File: src/eie_defs.svh
// Holds every offset and field position, the control reset value and the code limits of the exit information encoder.
// Assumes inclusion by bare name from the package and the design module.
`ifndef EIE_DEFS_SVH
`define EIE_DEFS_SVH

// Register byte offsets on the Wishbone slave.
`define EIE_OFS_INFO       4'h0
`define EIE_OFS_CTRL       4'h4
`define EIE_OFS_STATUS     4'h8

// Control register bits and reset value.
`define EIE_CTRL_CAPTURE   0
`define EIE_CTRL_ZERO      1
`define EIE_CTRL_RESET     2'h3

// Status register bits.
`define EIE_STAT_BAD       0
`define EIE_STAT_LAYOUT    1
`define EIE_STAT_CNT_LSB   8

// Field positions in the information word.
`define EIE_POS_SCALE      0
`define EIE_POS_ASIZE      7
`define EIE_POS_MEMREG     10
`define EIE_POS_OPSIZE     11
`define EIE_POS_SEG        15
`define EIE_POS_INDEX      18
`define EIE_POS_IDXBAD     22
`define EIE_POS_BASE       23
`define EIE_POS_BASEBAD    27
`define EIE_POS_SECOND_REGISTER_FIELD       28
`define EIE_POS_IDENT      28

// Largest legal codes and the lowest fallback codes.
`define EIE_ASIZE_16       2'h0
`define EIE_ASIZE_64       2'h2
`define EIE_SCALE_8        2'h3
`define EIE_SEG_LAST       3'h5
`define EIE_SEG_ES         3'h0

`endif

File: src/eie_pkg.sv
// Holds the types of the exit information encoder.
// Assumes the constants header is on the include path.
`include "eie_defs.svh"

package eie_pkg;

  // Which word layout an exit selects.
  typedef enum logic {
    EIE_LAYOUT_INVAL,
    EIE_LAYOUT_DTAB
  } eie_layout_type;

  // Identity of a descriptor-table instruction, in its encoded order.
  typedef enum logic [1:0] {
    EIE_STORE_GLOBAL_TABLE_INSTR,
    EIE_STORE_INTERRUPT_TABLE_INSTR,
    EIE_LOAD_GLOBAL_TABLE_INSTR,
    EIE_LOAD_INTERRUPT_TABLE_INSTR
  } eie_dtab_instr_type;

  // Decoded operand information handed over at an exit.
  typedef struct packed {
    eie_layout_type     layout;
    eie_dtab_instr_type dtabInstr;
    logic [1:0]         scale;
    logic [1:0]         addrSize;
    logic               opSize32;
    logic [2:0]         segment;
    logic [3:0]         index_register_field;
    logic               indexValid;
    logic [3:0]         base_register_field;
    logic               baseValid;
    logic [3:0]         second_register_field;
  } eie_dec_type;

endpackage : eie_pkg
File: src/eie_exit_instr_info_encoder.sv
// Holds the encoder that builds the instruction-information word at an exit, with its Wishbone slave.
// Assumes decoder inputs are on ref_clk and that a classic Wishbone master reads the result.
`include "eie_defs.svh"

module eie_exit_instr_info_encoder
  import eie_pkg::*;
(
  input  wire logic        ref_clk,
  input  wire logic        reset,
  input  wire logic        exitStrobe,
  input  wire eie_dec_type decIn,
  input  wire logic        longMode,
  input  wire logic        wideCapable,
  input  wire logic        wb_cyc_i,
  input  wire logic        wb_stb_i,
  input  wire logic        wb_we_i,
  input  wire logic [3:0]  wb_adr_i,
  input  wire logic [3:0]  wb_sel_i,
  input  wire logic [31:0] wb_dat_i,
  output logic      [31:0] wb_dat_o,
  output logic             wb_ack_o,
  output logic      [31:0] infoWord,
  output logic             infoValid
);

  ////////////////////////////////////////////////////////////////////////////////
  // Helpers.

  // Places a field at its bit position in a 32-bit word.
  function automatic logic [31:0] placeField(input logic [31:0] value, input int lsb);
    placeField = value << lsb;
  endfunction : placeField

  // Drops the top bit of a register number on parts without the extended registers.
  function automatic logic [3:0] legalReg(input logic [3:0] code, input logic wide);
    legalReg = wide ? code : {1'b0, code[2:0]};
  endfunction : legalReg

  ////////////////////////////////////////////////////////////////////////////////
  // Registers and bus decode.

  logic [1:0]  ctrl_reg;
  logic [1:0]  ctrl_next;
  logic        bad_reg;
  logic        bad_next;
  logic        layout_reg;
  logic [7:0]  count_reg;
  logic [31:0] infoWord_reg;
  logic [31:0] infoWord_next;
  logic        infoValid_reg;
  logic        ack_reg;
  logic [31:0] rdData_reg;
  logic [31:0] rdData_next;

  // Bus request decode; one access per strobe, answered in the following cycle.
  wire busReq     = wb_cyc_i && wb_stb_i && !ack_reg;
  wire busWrite   = busReq && wb_we_i;
  wire hitInfo    = wb_adr_i == `EIE_OFS_INFO;
  wire hitCtrl    = wb_adr_i == `EIE_OFS_CTRL;
  wire hitStatus  = wb_adr_i == `EIE_OFS_STATUS;
  wire ctrlWrite  = busWrite && hitCtrl && wb_sel_i[0];
  wire badClear   = busWrite && hitStatus && wb_sel_i[0] && wb_dat_i[`EIE_STAT_BAD];
  wire captureEn  = ctrl_reg[`EIE_CTRL_CAPTURE];
  wire zeroUndef  = ctrl_reg[`EIE_CTRL_ZERO];
  wire captureNow = exitStrobe && captureEn;

  ////////////////////////////////////////////////////////////////////////////////
  // Code sanitising: only documented codes ever leave the block.

  wire asizeBad = decIn.addrSize > `EIE_ASIZE_64 || (decIn.addrSize == `EIE_ASIZE_64 && !wideCapable);
  wire scaleBad = decIn.scale == `EIE_SCALE_8 && !wideCapable;
  wire segBad   = decIn.segment > `EIE_SEG_LAST;
  wire regBad   = !wideCapable && (decIn.index_register_field[3] || decIn.base_register_field[3] || decIn.second_register_field[3]);
  wire anyBad   = asizeBad || scaleBad || segBad || regBad;

  // Illegal size, scale and segment codes fall back to the lowest code, register codes lose their top bit; the status flag records it.
  wire [1:0] asizeCode = asizeBad ? `EIE_ASIZE_16 : decIn.addrSize;
  wire [1:0] scaleCode = scaleBad ? 2'h0 : decIn.scale;
  wire [2:0] segCode   = segBad ? `EIE_SEG_ES : decIn.segment;
  wire [3:0] indexCode = legalReg(decIn.index_register_field, wideCapable);
  wire [3:0] baseCode  = legalReg(decIn.base_register_field, wideCapable);
  wire [3:0] reg2Code  = legalReg(decIn.second_register_field, wideCapable);

  // Undefined fields are either passed through or forced to zero under control.
  wire       idxQuiet   = zeroUndef && !decIn.indexValid;
  wire       baseQuiet  = zeroUndef && !decIn.baseValid;
  wire [1:0] scaleOut   = idxQuiet ? 2'h0 : scaleCode;
  wire [3:0] indexOut   = idxQuiet ? 4'h0 : indexCode;
  wire [3:0] baseOut    = baseQuiet ? 4'h0 : baseCode;
  wire       opSizeOut  = (zeroUndef && longMode) ? 1'b0 : decIn.opSize32;

  ////////////////////////////////////////////////////////////////////////////////
  // Word assembly for both layouts.

  // Fields common to both layouts, including the validity flags.
  wire [31:0] commonWord = placeField(32'(scaleOut), `EIE_POS_SCALE)
                         | placeField(32'(asizeCode), `EIE_POS_ASIZE)
                         | placeField(32'(segCode), `EIE_POS_SEG)
                         | placeField(32'(indexOut), `EIE_POS_INDEX)
                         | placeField(32'(!decIn.indexValid), `EIE_POS_IDXBAD)
                         | placeField(32'(baseOut), `EIE_POS_BASE)
                         | placeField(32'(!decIn.baseValid), `EIE_POS_BASEBAD);

  // Invalidation layout adds the second register on top.
  wire [31:0] invalWord = commonWord | placeField(32'(reg2Code), `EIE_POS_SECOND_REGISTER_FIELD);

  // Descriptor-table layout: operand size and identity; bit 10 stays zero.
  wire [31:0] dtabWord = commonWord
                       | placeField(32'(opSizeOut), `EIE_POS_OPSIZE)
                       | placeField(32'(decIn.dtabInstr), `EIE_POS_IDENT);

  wire isDtab = decIn.layout == EIE_LAYOUT_DTAB;

  ////////////////////////////////////////////////////////////////////////////////
  // Next-state logic.

  // Layout choice follows the instruction family of the exit.
  always_comb begin
    infoWord_next = infoWord_reg;
    if (captureNow) begin
      infoWord_next = isDtab ? dtabWord : invalWord;
    end
  end

  // Control updates and the sticky error flag, whose set beats a clear.
  always_comb begin
    ctrl_next = ctrlWrite ? wb_dat_i[1:0] : ctrl_reg;
    bad_next  = bad_reg;
    if (badClear) begin
      bad_next = 1'b0;
    end
    if (captureNow && anyBad) begin
      bad_next = 1'b1;
    end
  end

  // Read data multiplexer; unmapped offsets read as zero.
  always_comb begin
    rdData_next = 32'h0;
    if (hitInfo) begin
      rdData_next = infoWord_reg;
    end else if (hitCtrl) begin
      rdData_next = {30'h0, ctrl_reg};
    end else if (hitStatus) begin
      rdData_next = placeField(32'(count_reg), `EIE_STAT_CNT_LSB)
                  | placeField(32'(layout_reg), `EIE_STAT_LAYOUT)
                  | placeField(32'(bad_reg), `EIE_STAT_BAD);
    end
  end

  ////////////////////////////////////////////////////////////////////////////////
  // Storage.

  // Encoder result and capture bookkeeping.
  always_ff @(posedge ref_clk or posedge reset) begin
    if (reset) begin
      infoWord_reg  <= 32'h0;
      infoValid_reg <= 1'b0;
      layout_reg    <= 1'b0;
      count_reg     <= 8'h0;
    end else begin
      infoWord_reg  <= infoWord_next;
      infoValid_reg <= captureNow;
      if (captureNow) begin
        layout_reg <= isDtab;
        count_reg  <= count_reg + 8'h1;
      end
    end
  end

  // Control, status and bus answer.
  always_ff @(posedge ref_clk or posedge reset) begin
    if (reset) begin
      ctrl_reg   <= `EIE_CTRL_RESET;
      bad_reg    <= 1'b0;
      ack_reg    <= 1'b0;
      rdData_reg <= 32'h0;
    end else begin
      ctrl_reg   <= ctrl_next;
      bad_reg    <= bad_next;
      ack_reg    <= busReq;
      rdData_reg <= busReq ? rdData_next : rdData_reg;
    end
  end

  // Outputs straight from flip-flops.
  assign infoWord  = infoWord_reg;
  assign infoValid = infoValid_reg;
  assign wb_ack_o  = ack_reg;
  assign wb_dat_o  = rdData_reg;

  // Helper copies of the captured inputs, read only by the checks.
  wire capDtab  = captureNow && isDtab;
  wire capInval = captureNow && !isDtab;
  wire capFull  = captureNow && wideCapable;
endmodule : eie_exit_instr_info_encoder

File: config.mk
export PLATFORM = sky130hd
export DESIGN_NAME = eie_exit_instr_info_encoder
export DESIGN_NICKNAME = d
export VERILOG_FILES = /design/src/eie_pkg.sv /design/src/eie_exit_instr_info_encoder.sv
export VERILOG_INCLUDE_DIRS = /design/src
export SDC_FILE = /design/constraint.sdc
export NUM_CORES = 1
export LEC_CHECK = 0
export CAP_MARGIN = 0
export CORE_UTILIZATION = 45
export CTS_CLUSTER_SIZE = 40
export DETAILED_ROUTE_END_ITERATION = 10
export DONT_BUFFER_PORTS = 1
export PLACE_DENSITY = 0.68
export SYNTH_ARGS = -nofsm -noshare
export SYNTH_HDL_FRONTEND = slang
export SYNTH_SLANG_ARGS = --single-unit
export TNS_END_PERCENT = 5
File: constraint.sdc
create_clock -name ref_clk -period 3.9 [get_ports ref_clk]
set_input_delay 0.78 -clock ref_clk [delete_from_list [all_inputs] [get_ports ref_clk]]
set_output_delay 0.78 -clock ref_clk [all_outputs]
set_load 0.1 [all_outputs]
==> results of run 1 <==
[worst max-delay path: stages (launching register included)]
cell                       delay (ps)
sky130_fd_sc_hd__dfrtp_1          740
sky130_fd_sc_hd__nand3b_1         750
sky130_fd_sc_hd__nor4_1           560
sky130_fd_sc_hd__mux2_2           380
[worst paths after layout]
path,end,slack (ps),cells after the start
max reg2reg,ctrl_reg[0],1380,3
min,wb_dat_o[18],390,1
max,ctrl_reg[0],1380,3
max in group asynchronous,wb_dat_o[25],2630,2
min reg2reg,count_reg[7],490,1
min in group ref_clk,count_reg[7],490,1
[logic make-up after synthesis]
| group | Yosys count | synth area share, % |
|---|---|---|
| compound gates | 52 | 16.1 |
| xor+xnor | 7 | 2.33 |
| fa+ha+maj | 1 | 0.475 |
| buf+inv | 28 | 6.55 |
| flops | 63 | 59.9 |
| mux | 6 | 2.37 |
| other cells | 1 | 0.142 |
| simple gates | 61 | 12.1 |
[routing by layer]
layer,vias up,GRT usage [%],wire [microns]
met5,-,0,0
met4,0,10.0,118
met3,11,7.67,521
met2,89,32.6,2800
met1,838,26.0,2480
li1,776,-,-
[power by group through the flow]
stage	logic (mW)	clock network, mW	registers, mW
after floorplan	0.192	0	1.35
after global placement	0.201	0	1.38
after detailed placement	0.206	0	1.38
after CTS	0.207	0.514	1.37
after global routing	0.228	0.551	1.38
final	0.204	0.507	1.37
[per-stage QoR]
step	std cells	power, mW	util (%)	cell area (sq um)
finish	302	2.08	50.9	2840
detailed placement	286	1.59	47.7	2660
global route	302	2.16	50.9	2840
floorplan	233	1.54	-	2690
global placement	286	1.58	47.7	2660
CTS	302	2.09	50.9	2840
[Yosys cell counts]
| cell | count | area share (%) |
|---|---|---|
| sky130_fd_sc_hd__dfrtp_1 | 61 | 58 |
| sky130_fd_sc_hd__o2bb2ai_1 | 2 | 0.66 |
| sky130_fd_sc_hd__o311ai_0 | 1 | 0.33 |
| sky130_fd_sc_hd__nand2b_1 | 2 | 0.47 |
| sky130_fd_sc_hd__dfstp_2 | 2 | 2.0 |
| sky130_fd_sc_hd__mux2i_1 | 4 | 1.5 |
| sky130_fd_sc_hd__nor2_2 | 1 | 0.24 |
| sky130_fd_sc_hd__a32o_1 | 3 | 1.1 |
| sky130_fd_sc_hd__nand4b_1 | 2 | 0.66 |
| sky130_fd_sc_hd__or4_1 | 2 | 0.57 |
| sky130_fd_sc_hd__and2_0 | 1 | 0.24 |
| sky130_fd_sc_hd__a221o_1 | 3 | 1.1 |
| sky130_fd_sc_hd__nor2_1 | 2 | 0.28 |
| sky130_fd_sc_hd__and3_1 | 2 | 0.47 |
| sky130_fd_sc_hd__a21boi_0 | 1 | 0.28 |
| sky130_fd_sc_hd__a21oi_1 | 3 | 0.57 |
| sky130_fd_sc_hd__nand4_1 | 2 | 0.47 |
| sky130_fd_sc_hd__buf_2 | 3 | 0.57 |
| sky130_fd_sc_hd__ha_1 | 1 | 0.47 |
| sky130_fd_sc_hd__xnor2_1 | 7 | 2.3 |
| sky130_fd_sc_hd__o21ai_0 | 6 | 1.1 |
| sky130_fd_sc_hd__buf_4 | 17 | 4.8 |
| sky130_fd_sc_hd__nor4_1 | 1 | 0.24 |
| sky130_fd_sc_hd__a22o_1 | 31 | 10 |
| sky130_fd_sc_hd__o31ai_1 | 2 | 0.57 |
| sky130_fd_sc_hd__nand2_1 | 28 | 4.0 |
| sky130_fd_sc_hd__mux2_2 | 2 | 0.85 |
| sky130_fd_sc_hd__nor2b_1 | 2 | 0.47 |
| sky130_fd_sc_hd__conb_1 | 1 | 0.14 |
| sky130_fd_sc_hd__inv_1 | 4 | 0.57 |
| sky130_fd_sc_hd__and2_1 | 3 | 0.71 |
| sky130_fd_sc_hd__or4b_4 | 1 | 0.52 |
| sky130_fd_sc_hd__nand3_1 | 6 | 1.1 |
| sky130_fd_sc_hd__nand3b_1 | 5 | 1.4 |
| sky130_fd_sc_hd__clkbuf_1 | 4 | 0.57 |
| sky130_fd_sc_hd__nor3_1 | 1 | 0.19 |
[cell type report]
cell class              instances  area [sq um]
clock buffers                  13           159
clock inverters                 3          17.5
fillers                       505          2740
inverters                       4          15.0
multi-input cells             142           937
flip-flops and latches         63          1580
well taps                      72          90.1
repair buffers                  5          37.5
==> flow_summary.html, run 1 <==
<table>
<tr><th>Metric</th><th>Value</th></tr>
<tr><th colspan="2">Synth</th></tr>
<tr><td>Yosys reg bits</td><td>63</td></tr>
<tr><td>Number of warnings printed during yosys synthesis</td><td>0</td></tr>
<tr><td>Post-synthesis instance total</td><td>219</td></tr>
<tr><td>Synthesized area per cell</td><td>between 10 and 15 sq um</td></tr>
<tr><td>Share of synthesized area occupied by flip-flops and latches</td><td>roughly three fifths</td></tr>
<tr><td>Number of unique standard cell types used by synthesis</td><td>36</td></tr>
<tr><td>Netlist area before placement</td><td>around 2600 sq um</td></tr>
<tr><th colspan="2">Clock tree</th></tr>
<tr><td>Maximum buffer depth of the clock tree</td><td>2</td></tr>
<tr><td>Number of setup buffers added after CTS</td><td>0</td></tr>
<tr><td>CTS buffer count</td><td>9</td></tr>
<tr><td>Clock tree from TritonCTS</td><td>done</td></tr>
<tr><td>Clock input transition at the sequential cells of the worst setup and hold paths</td><td>around 70 ps</td></tr>
<tr><td>Hold buffer count at CTS</td><td>0</td></tr>
<tr><td>Clk Latency, worst-skew pair</td><td>330 ps</td></tr>
<tr><td>Clock sink count</td><td>63</td></tr>
<tr><td>Clock root cell</td><td>sky130_fd_sc_hd__clkbuf_8</td></tr>
<tr><td>H-Tree Depth</td><td>3</td></tr>
<tr><td>Post-CTS resize count</td><td>0</td></tr>
<tr><th colspan="2">Final layout</th></tr>
<tr><td>P&amp;R area growth vs syn</td><td>7.55%</td></tr>
<tr><td>Commonest non-fill, non-tap cell in the layout</td><td>sky130_fd_sc_hd__dfrtp_1</td></tr>
<tr><td>Top library cells by usage in the layout, fill and taps aside</td><td>61 x sky130_fd_sc_hd__dfrtp_1, 31 x sky130_fd_sc_hd__a22o_1, 28 x sky130_fd_sc_hd__nand2_1, 15 x sky130_fd_sc_hd__conb_1, 11 x sky130_fd_sc_hd__clkbuf_8</td></tr>
<tr><td>Final #Nets</td><td>~300</td></tr>
<tr><td>Number of flip-flops in the largest register</td><td>27</td></tr>
<tr><td>Number of antenna diodes</td><td>0</td></tr>
<tr><td>Share of cells above drive strength 1</td><td>between 10% and 20%</td></tr>
<tr><th colspan="2">Worst setup path</th></tr>
<tr><td>Crit. End Element</td><td>flip-flop</td></tr>
<tr><td>Worst r2r src</td><td>wb_ack_o</td></tr>
<tr><td>Critical Path AT</td><td>2770 ps</td></tr>
<tr><td>CP Data Required Time</td><td>about 4200 ps</td></tr>
<tr><td>Setup crit start kind</td><td>flip-flop</td></tr>
<tr><td>Start point of the critical path</td><td>wb_ack_o</td></tr>
<tr><td>Worst setup path category</td><td>flip-flop to flip-flop</td></tr>
<tr><td>Largest fanout on the critical path</td><td>15</td></tr>
<tr><th colspan="2">Place</th></tr>
<tr><td>Worst slack, placed</td><td>1400 ps</td></tr>
<tr><td>Number of buffers added on ports</td><td>0</td></tr>
<tr><td>Routability congestion estimate</td><td>about 0.75</td></tr>
<tr><td>Post-DP HPWL</td><td>between 4000 and 5000 microns</td></tr>
<tr><th colspan="2">Route</th></tr>
<tr><td>Number of vias in the routed layout</td><td>between 1,500 and 2,000</td></tr>
<tr><td>Number of routed nets with antenna violations</td><td>0</td></tr>
<tr><td>DRT iter0 DRCs</td><td>71</td></tr>
<tr><td>Drt via density</td><td>5.68</td></tr>
<tr><td>Routed wire length</td><td>roughly 5900 microns</td></tr>
<tr><td>Number of DRC violations after detailed routing</td><td>0</td></tr>
<tr><td>Average routed wire per standard cell</td><td>19.6 microns</td></tr>
<tr><td>Detailed-router iteration count before antenna repair</td><td>4</td></tr>
<tr><th colspan="2">Job</th></tr>
<tr><td>Max-cap violations</td><td>0</td></tr>
<tr><th colspan="2">Power and ir drop</th></tr>
<tr><td>Share of total power in sequential cells</td><td>between 60% and 70%</td></tr>
<tr><td>Gate power share</td><td>9.8%</td></tr>
<tr><td>Clock power share</td><td>about 24%</td></tr>
<tr><td>Power density over the cells</td><td>between 700 and 800 nW/um^2</td></tr>
<tr><td>Static Leak</td><td>approximately 1.4 nW</td></tr>
<tr><td>Net Switching</td><td>1.01 mW</td></tr>
<tr><td>Switching Fraction</td><td>between 40% and 50%</td></tr>
<tr><td>Max IR drop VDD</td><td>around 0.00043 V</td></tr>
<tr><td>Internal cell power</td><td>about 1.1 mW</td></tr>
<tr><th colspan="2">STA</th></tr>
<tr><td>Post-route worst hold slack</td><td>between 300 and 400 ps</td></tr>
<tr><td>Total count of hold-check failures in the final report</td><td>0</td></tr>
<tr><td>RSZ-0062 raised after global routing</td><td>false</td></tr>
<tr><td>Number of max-slew violations in the final report</td><td>0</td></tr>
<tr><td>PnR worst setup slack</td><td>around 1400 ps</td></tr>
<tr><td>Highest clock rate</td><td>roughly 400 MHz</td></tr>
<tr><td>Actual transition at the worst max-transition pin</td><td>around 1000 ps</td></tr>
<tr><td>Relative max-transition margin</td><td>35.2%</td></tr>
<tr><td>Clock period minus final worst setup slack</td><td>2520 ps</td></tr>
<tr><td>Crit share post-route</td><td>64.5%</td></tr>
<tr><td>Count of final setup violators</td><td>0</td></tr>
<tr><td>Final setup TNS</td><td>0 ps</td></tr>
<tr><td>Maximum clock skew at final layout</td><td>around 5.5 ps</td></tr>
<tr><th colspan="2">Run status</th></tr>
<tr><td>Status</td><td>completed</td></tr>
<tr><th colspan="2">Global routing</th></tr>
<tr><td>Vias in the first global route</td><td>approximately 1,800</td></tr>
<tr><td>Antenna violations before repair</td><td>0</td></tr>
<tr><td>Overall routing resource usage</td><td>around a fifth</td></tr>
<tr><td>Global-route wire length before repair</td><td>between 9000 and 10,000 microns</td></tr>
<tr><td>Sum of overflow across all layers after global routing</td><td>0</td></tr>
<tr><td>Largest net degree at the start of global routing</td><td>36</td></tr>
<tr><th colspan="2">Floorplanning</th></tr>
<tr><td>Area of the core region</td><td>between 5000 and 6000 sq um</td></tr>
<tr><td>Height of the die</td><td>around 79 microns</td></tr>
<tr><td>Die boundary width</td><td>approximately 79 microns</td></tr>
<tr><td>Boundary pin count</td><td>between 100 and 150</td></tr>
<tr><td>Row count</td><td>27</td></tr>
<tr><td>Effective utilization at floorplan</td><td>a little under half</td></tr>
<tr><td>Full die area</td><td>just over 6000 sq um</td></tr>
<tr><th colspan="2">Worst hold path</th></tr>
<tr><td>Worst hold path type</td><td>input port to asynchronous set/reset pin</td></tr>
</table>
(Power assumes the default switching activity.)
==> run 2, diff against run 1 <==
==> constraint.sdc (replaced) <==
create_clock -name ref_clk -period 2.4 [get_ports ref_clk]
set_input_delay 0.48 -clock ref_clk [delete_from_list [all_inputs] [get_ports ref_clk]]
set_output_delay 0.48 -clock ref_clk [all_outputs]
set_load 0.1 [all_outputs]
==> run 2 against run 1 <==
Compared with the run above: global-route usage down 0.097 points; flip-flop and latch count unchanged; sequential share of layout area down 7.2 points; first-iteration DRC count up 41%; via count up 9.7%; total power up 81%; clock skew about the same; register-to-register slack worse by 730 ps; cell count up 15%; routed wire length up 0.95%; utilization up 7.5 points; largest power group unchanged; highest routed layer unchanged.
==> flow_summary.html, run 2 (synthesis gave the netlist of run 1 again) <==
<table>
<tr><th>Metric</th><th>Value</th></tr>
<tr><th colspan="2">Run status</th></tr>
<tr><td>Status</td><td>completed (unchanged)</td></tr>
<tr><th colspan="2">Floorplanning</th></tr>
<tr><td>Boundary pin count</td><td>139 (unchanged)</td></tr>
<tr><td>Height of the die</td><td>78.5 microns (unchanged)</td></tr>
<tr><td>Full die area</td><td>6170 sq um (unchanged)</td></tr>
<tr><td>Effective utilization at floorplan</td><td>47.3% (unchanged)</td></tr>
<tr><td>Area of the core region</td><td>5570 sq um (unchanged)</td></tr>
<tr><td>Row count</td><td>27 (unchanged)</td></tr>
<tr><td>Die boundary width</td><td>78.5 microns (unchanged)</td></tr>
<tr><th colspan="2">Power and ir drop</th></tr>
<tr><td>Max IR drop VDD</td><td>0.000599 V (was 0.000427 V)</td></tr>
<tr><td>Power density over the cells</td><td>1160 nW/um^2 (was 734 nW/um^2)</td></tr>
<tr><td>Static Leak</td><td>1.65 nW (was 1.37 nW)</td></tr>
<tr><th colspan="2">Place</th></tr>
<tr><td>Number of buffers added on ports</td><td>0 (unchanged)</td></tr>
<tr><td>Routability congestion estimate</td><td>0.749 (was 0.747)</td></tr>
<tr><td>Post-DP HPWL</td><td>4430 microns (was 4260 microns)</td></tr>
<tr><td>Standard cell area after detailed placement</td><td>3020 sq um (was 2660 sq um)</td></tr>
<tr><th colspan="2">STA</th></tr>
<tr><td>Maximum clock skew at final layout</td><td>5.22 ps (was 5.47 ps)</td></tr>
<tr><td>Clock period minus final worst setup slack</td><td>around 1800 ps</td></tr>
<tr><td>Total count of hold-check failures in the final report</td><td>0 (unchanged)</td></tr>
<tr><td>Final setup TNS</td><td>0 ps (unchanged)</td></tr>
<tr><td>Relative max-transition margin</td><td>36.1% (was 35.2%)</td></tr>
<tr><td>Count of final setup violators</td><td>0 (unchanged)</td></tr>
<tr><td>Actual transition at the worst max-transition pin</td><td>958 ps (was 972 ps)</td></tr>
<tr><td>Number of max-slew violations in the final report</td><td>0 (unchanged)</td></tr>
<tr><td>RSZ-0062 raised after global routing</td><td>false (unchanged)</td></tr>
<tr><td>Highest clock rate</td><td>between 500 and 600 MHz</td></tr>
<tr><td>Crit share post-route</td><td>between 70% and 80%</td></tr>
<tr><th colspan="2">Global routing</th></tr>
<tr><td>Overall routing resource usage</td><td>21.0% (was 21.1%)</td></tr>
<tr><td>Global-route wire length before repair</td><td>9520 microns (was 9580 microns)</td></tr>
<tr><td>Antenna violations before repair</td><td>0 (unchanged)</td></tr>
<tr><td>Largest net degree at the start of global routing</td><td>34 (was 36)</td></tr>
<tr><td>Sum of overflow across all layers after global routing</td><td>0 (unchanged)</td></tr>
<tr><td>Vias in the first global route</td><td>1,851 (was 1,764)</td></tr>
<tr><th colspan="2">Route</th></tr>
<tr><td>DRT iter0 DRCs</td><td>100 (was 71)</td></tr>
<tr><td>Routed wire length</td><td>5980 microns (was 5920 microns)</td></tr>
<tr><td>Drt via density</td><td>5.41 (was 5.68)</td></tr>
<tr><td>Number of DRC violations after detailed routing</td><td>0 (unchanged)</td></tr>
<tr><td>Number of vias in the routed layout</td><td>1,881 (was 1,714)</td></tr>
<tr><td>Detailed-router iteration count before antenna repair</td><td>4 (unchanged)</td></tr>
<tr><td>Average routed wire per standard cell</td><td>17.2 microns (was 19.6 microns)</td></tr>
<tr><td>Number of routed nets with antenna violations</td><td>0 (unchanged)</td></tr>
<tr><th colspan="2">Clock tree</th></tr>
<tr><td>Maximum buffer depth of the clock tree</td><td>2 (unchanged)</td></tr>
<tr><td>Clock input transition at the sequential cells of the worst setup and hold paths</td><td>70 ps (about the same)</td></tr>
<tr><td>Clk Latency, worst-skew pair</td><td>320 ps (was 330 ps)</td></tr>
<tr><td>Number of setup buffers added after CTS</td><td>0 (unchanged)</td></tr>
<tr><td>CTS buffer count</td><td>9 (unchanged)</td></tr>
<tr><td>Clock sink count</td><td>63 (unchanged)</td></tr>
<tr><td>Clock tree from TritonCTS</td><td>done (unchanged)</td></tr>
<tr><td>Post-CTS resize count</td><td>0 (unchanged)</td></tr>
<tr><td>Clock root cell</td><td>sky130_fd_sc_hd__clkbuf_8 (unchanged)</td></tr>
<tr><td>Hold buffer count at CTS</td><td>0 (unchanged)</td></tr>
<tr><td>H-Tree Depth</td><td>3 (unchanged)</td></tr>
<tr><th colspan="2">Final layout</th></tr>
<tr><td>Number of antenna diodes</td><td>0 (unchanged)</td></tr>
<tr><td>Top library cells by usage in the layout, fill and taps aside</td><td>61 x sky130_fd_sc_hd__dfrtp_1, 51 x sky130_fd_sc_hd__buf_4, 31 x sky130_fd_sc_hd__a22o_1, 28 x sky130_fd_sc_hd__nand2_1, 15 x sky130_fd_sc_hd__conb_1 (was 61 x sky130_fd_sc_hd__dfrtp_1, 31 x sky130_fd_sc_hd__a22o_1, 28 x sky130_fd_sc_hd__nand2_1, 15 x sky130_fd_sc_hd__conb_1, 11 x sky130_fd_sc_hd__clkbuf_8)</td></tr>
<tr><td>Fill cell count</td><td>498 (was 505)</td></tr>
<tr><td>P&amp;R area growth vs syn</td><td>23.4% (was 7.55%)</td></tr>
<tr><td>Final #Nets</td><td>346 (was 299)</td></tr>
<tr><td>Commonest non-fill, non-tap cell in the layout</td><td>sky130_fd_sc_hd__dfrtp_1 (unchanged)</td></tr>
<tr><td>Number of flip-flops in the largest register</td><td>27 (unchanged)</td></tr>
<tr><td>Share of cells above drive strength 1</td><td>26.8% (was 11.3%)</td></tr>
<tr><td>Post-layout instance area</td><td>3250 sq um (was 2840 sq um)</td></tr>
<tr><th colspan="2">Worst setup path</th></tr>
<tr><td>Worst r2r src</td><td>ctrl_reg[0] (was wb_ack_o)</td></tr>
<tr><td>Count of cells along the worst register-to-register path</td><td>3 (unchanged)</td></tr>
<tr><td>Flop-to-flop setup slack</td><td>650 ps (was 1380 ps)</td></tr>
<tr><td>CP Depth</td><td>0 (was 3)</td></tr>
<tr><td>Largest fanout on the critical path</td><td>3 (was 15)</td></tr>
<tr><td>Worst setup path category</td><td>flip-flop to output pin (was flip-flop to flip-flop)</td></tr>
<tr><td>Worst reg2reg endpoint</td><td>infoWord[0] (was ctrl_reg[0])</td></tr>
<tr><td>Critical Path AT</td><td>1300 ps (was 2770 ps)</td></tr>
<tr><td>Setup crit start kind</td><td>flip-flop (unchanged)</td></tr>
<tr><td>Crit. End Element</td><td>output pin (was flip-flop)</td></tr>
<tr><td>CP Data Required Time</td><td>1920 ps (was 4160 ps)</td></tr>
<tr><th colspan="2">Worst hold path</th></tr>
<tr><td>Worst hold path type</td><td>input port to asynchronous set/reset pin (unchanged)</td></tr>
<tr><th colspan="2">Job</th></tr>
<tr><td>Max-cap violations</td><td>0 (unchanged)</td></tr>
</table>
==> run 2: where the power goes <==
group / internal (mW) / switching (mW)
combinational: 0.246 / 1.05
clock: 0.663 / 0.381
sequential: 1.21 / 0.223
total: 2.12 / 1.65
==> run 2: area by class of cell <==
cell class / count / area [sq um] / share of cell area (%)
clock buffer: 12 / 165 / 5.07
clock inverter: 3 / 65.1 / 2.00
inverter: 4 / 15.0 / 0.461
multi-input combinational: 142 / 937 / 28.8
sequential: 63 / 1580 / 48.5
tap: 72 / 90.1 / 2.77
timing repair buffer: 52 / 403 / 12.4
==> run 2: worst max path at each step <==
stage             endpoint   startpoint  slack, ps
2_1_floorplan      bad_reg        reset        350
3_3_place_gp       bad_reg  wb_adr_i[1]        670
3_5_place_dp       bad_reg  wb_adr_i[1]        670
4_1_cts        infoWord[1]  infoWord[1]        610
5_1_grt        infoWord[0]  ctrl_reg[0]        510
6_report       infoWord[1]  infoWord[1]        620
==> run 2: per-layer routing <==
metal	vias to the layer above	global-route usage (%)	share of wire, %
li1	877	-	-
met4	0	12.2	3.0
met5	-	0	0
met2	89	32.0	47
met1	898	27.0	44
met3	17	5.12	6.7
==> run 2: worst register-to-register path, delay by kind of cell, from the launching register on <==
family	cells	cell delay [ps]
and+or+nand+nor	1	300
DFF	1	570
AOI/OAI and AO/OA	2	810
==> run 2: stage by stage <==
step	total power [mW]	hold slack, ps	util, %	setup WS, ps	instances
after floorplan	2.51	446	-	354	233
after global placement	2.74	463	54.3	673	333
after detailed placement	2.75	484	54.3	674	333
after CTS	3.80	146	58.4	607	348
after global routing	3.91	184	58.4	507	348
final	3.77	137	58.4	617	348
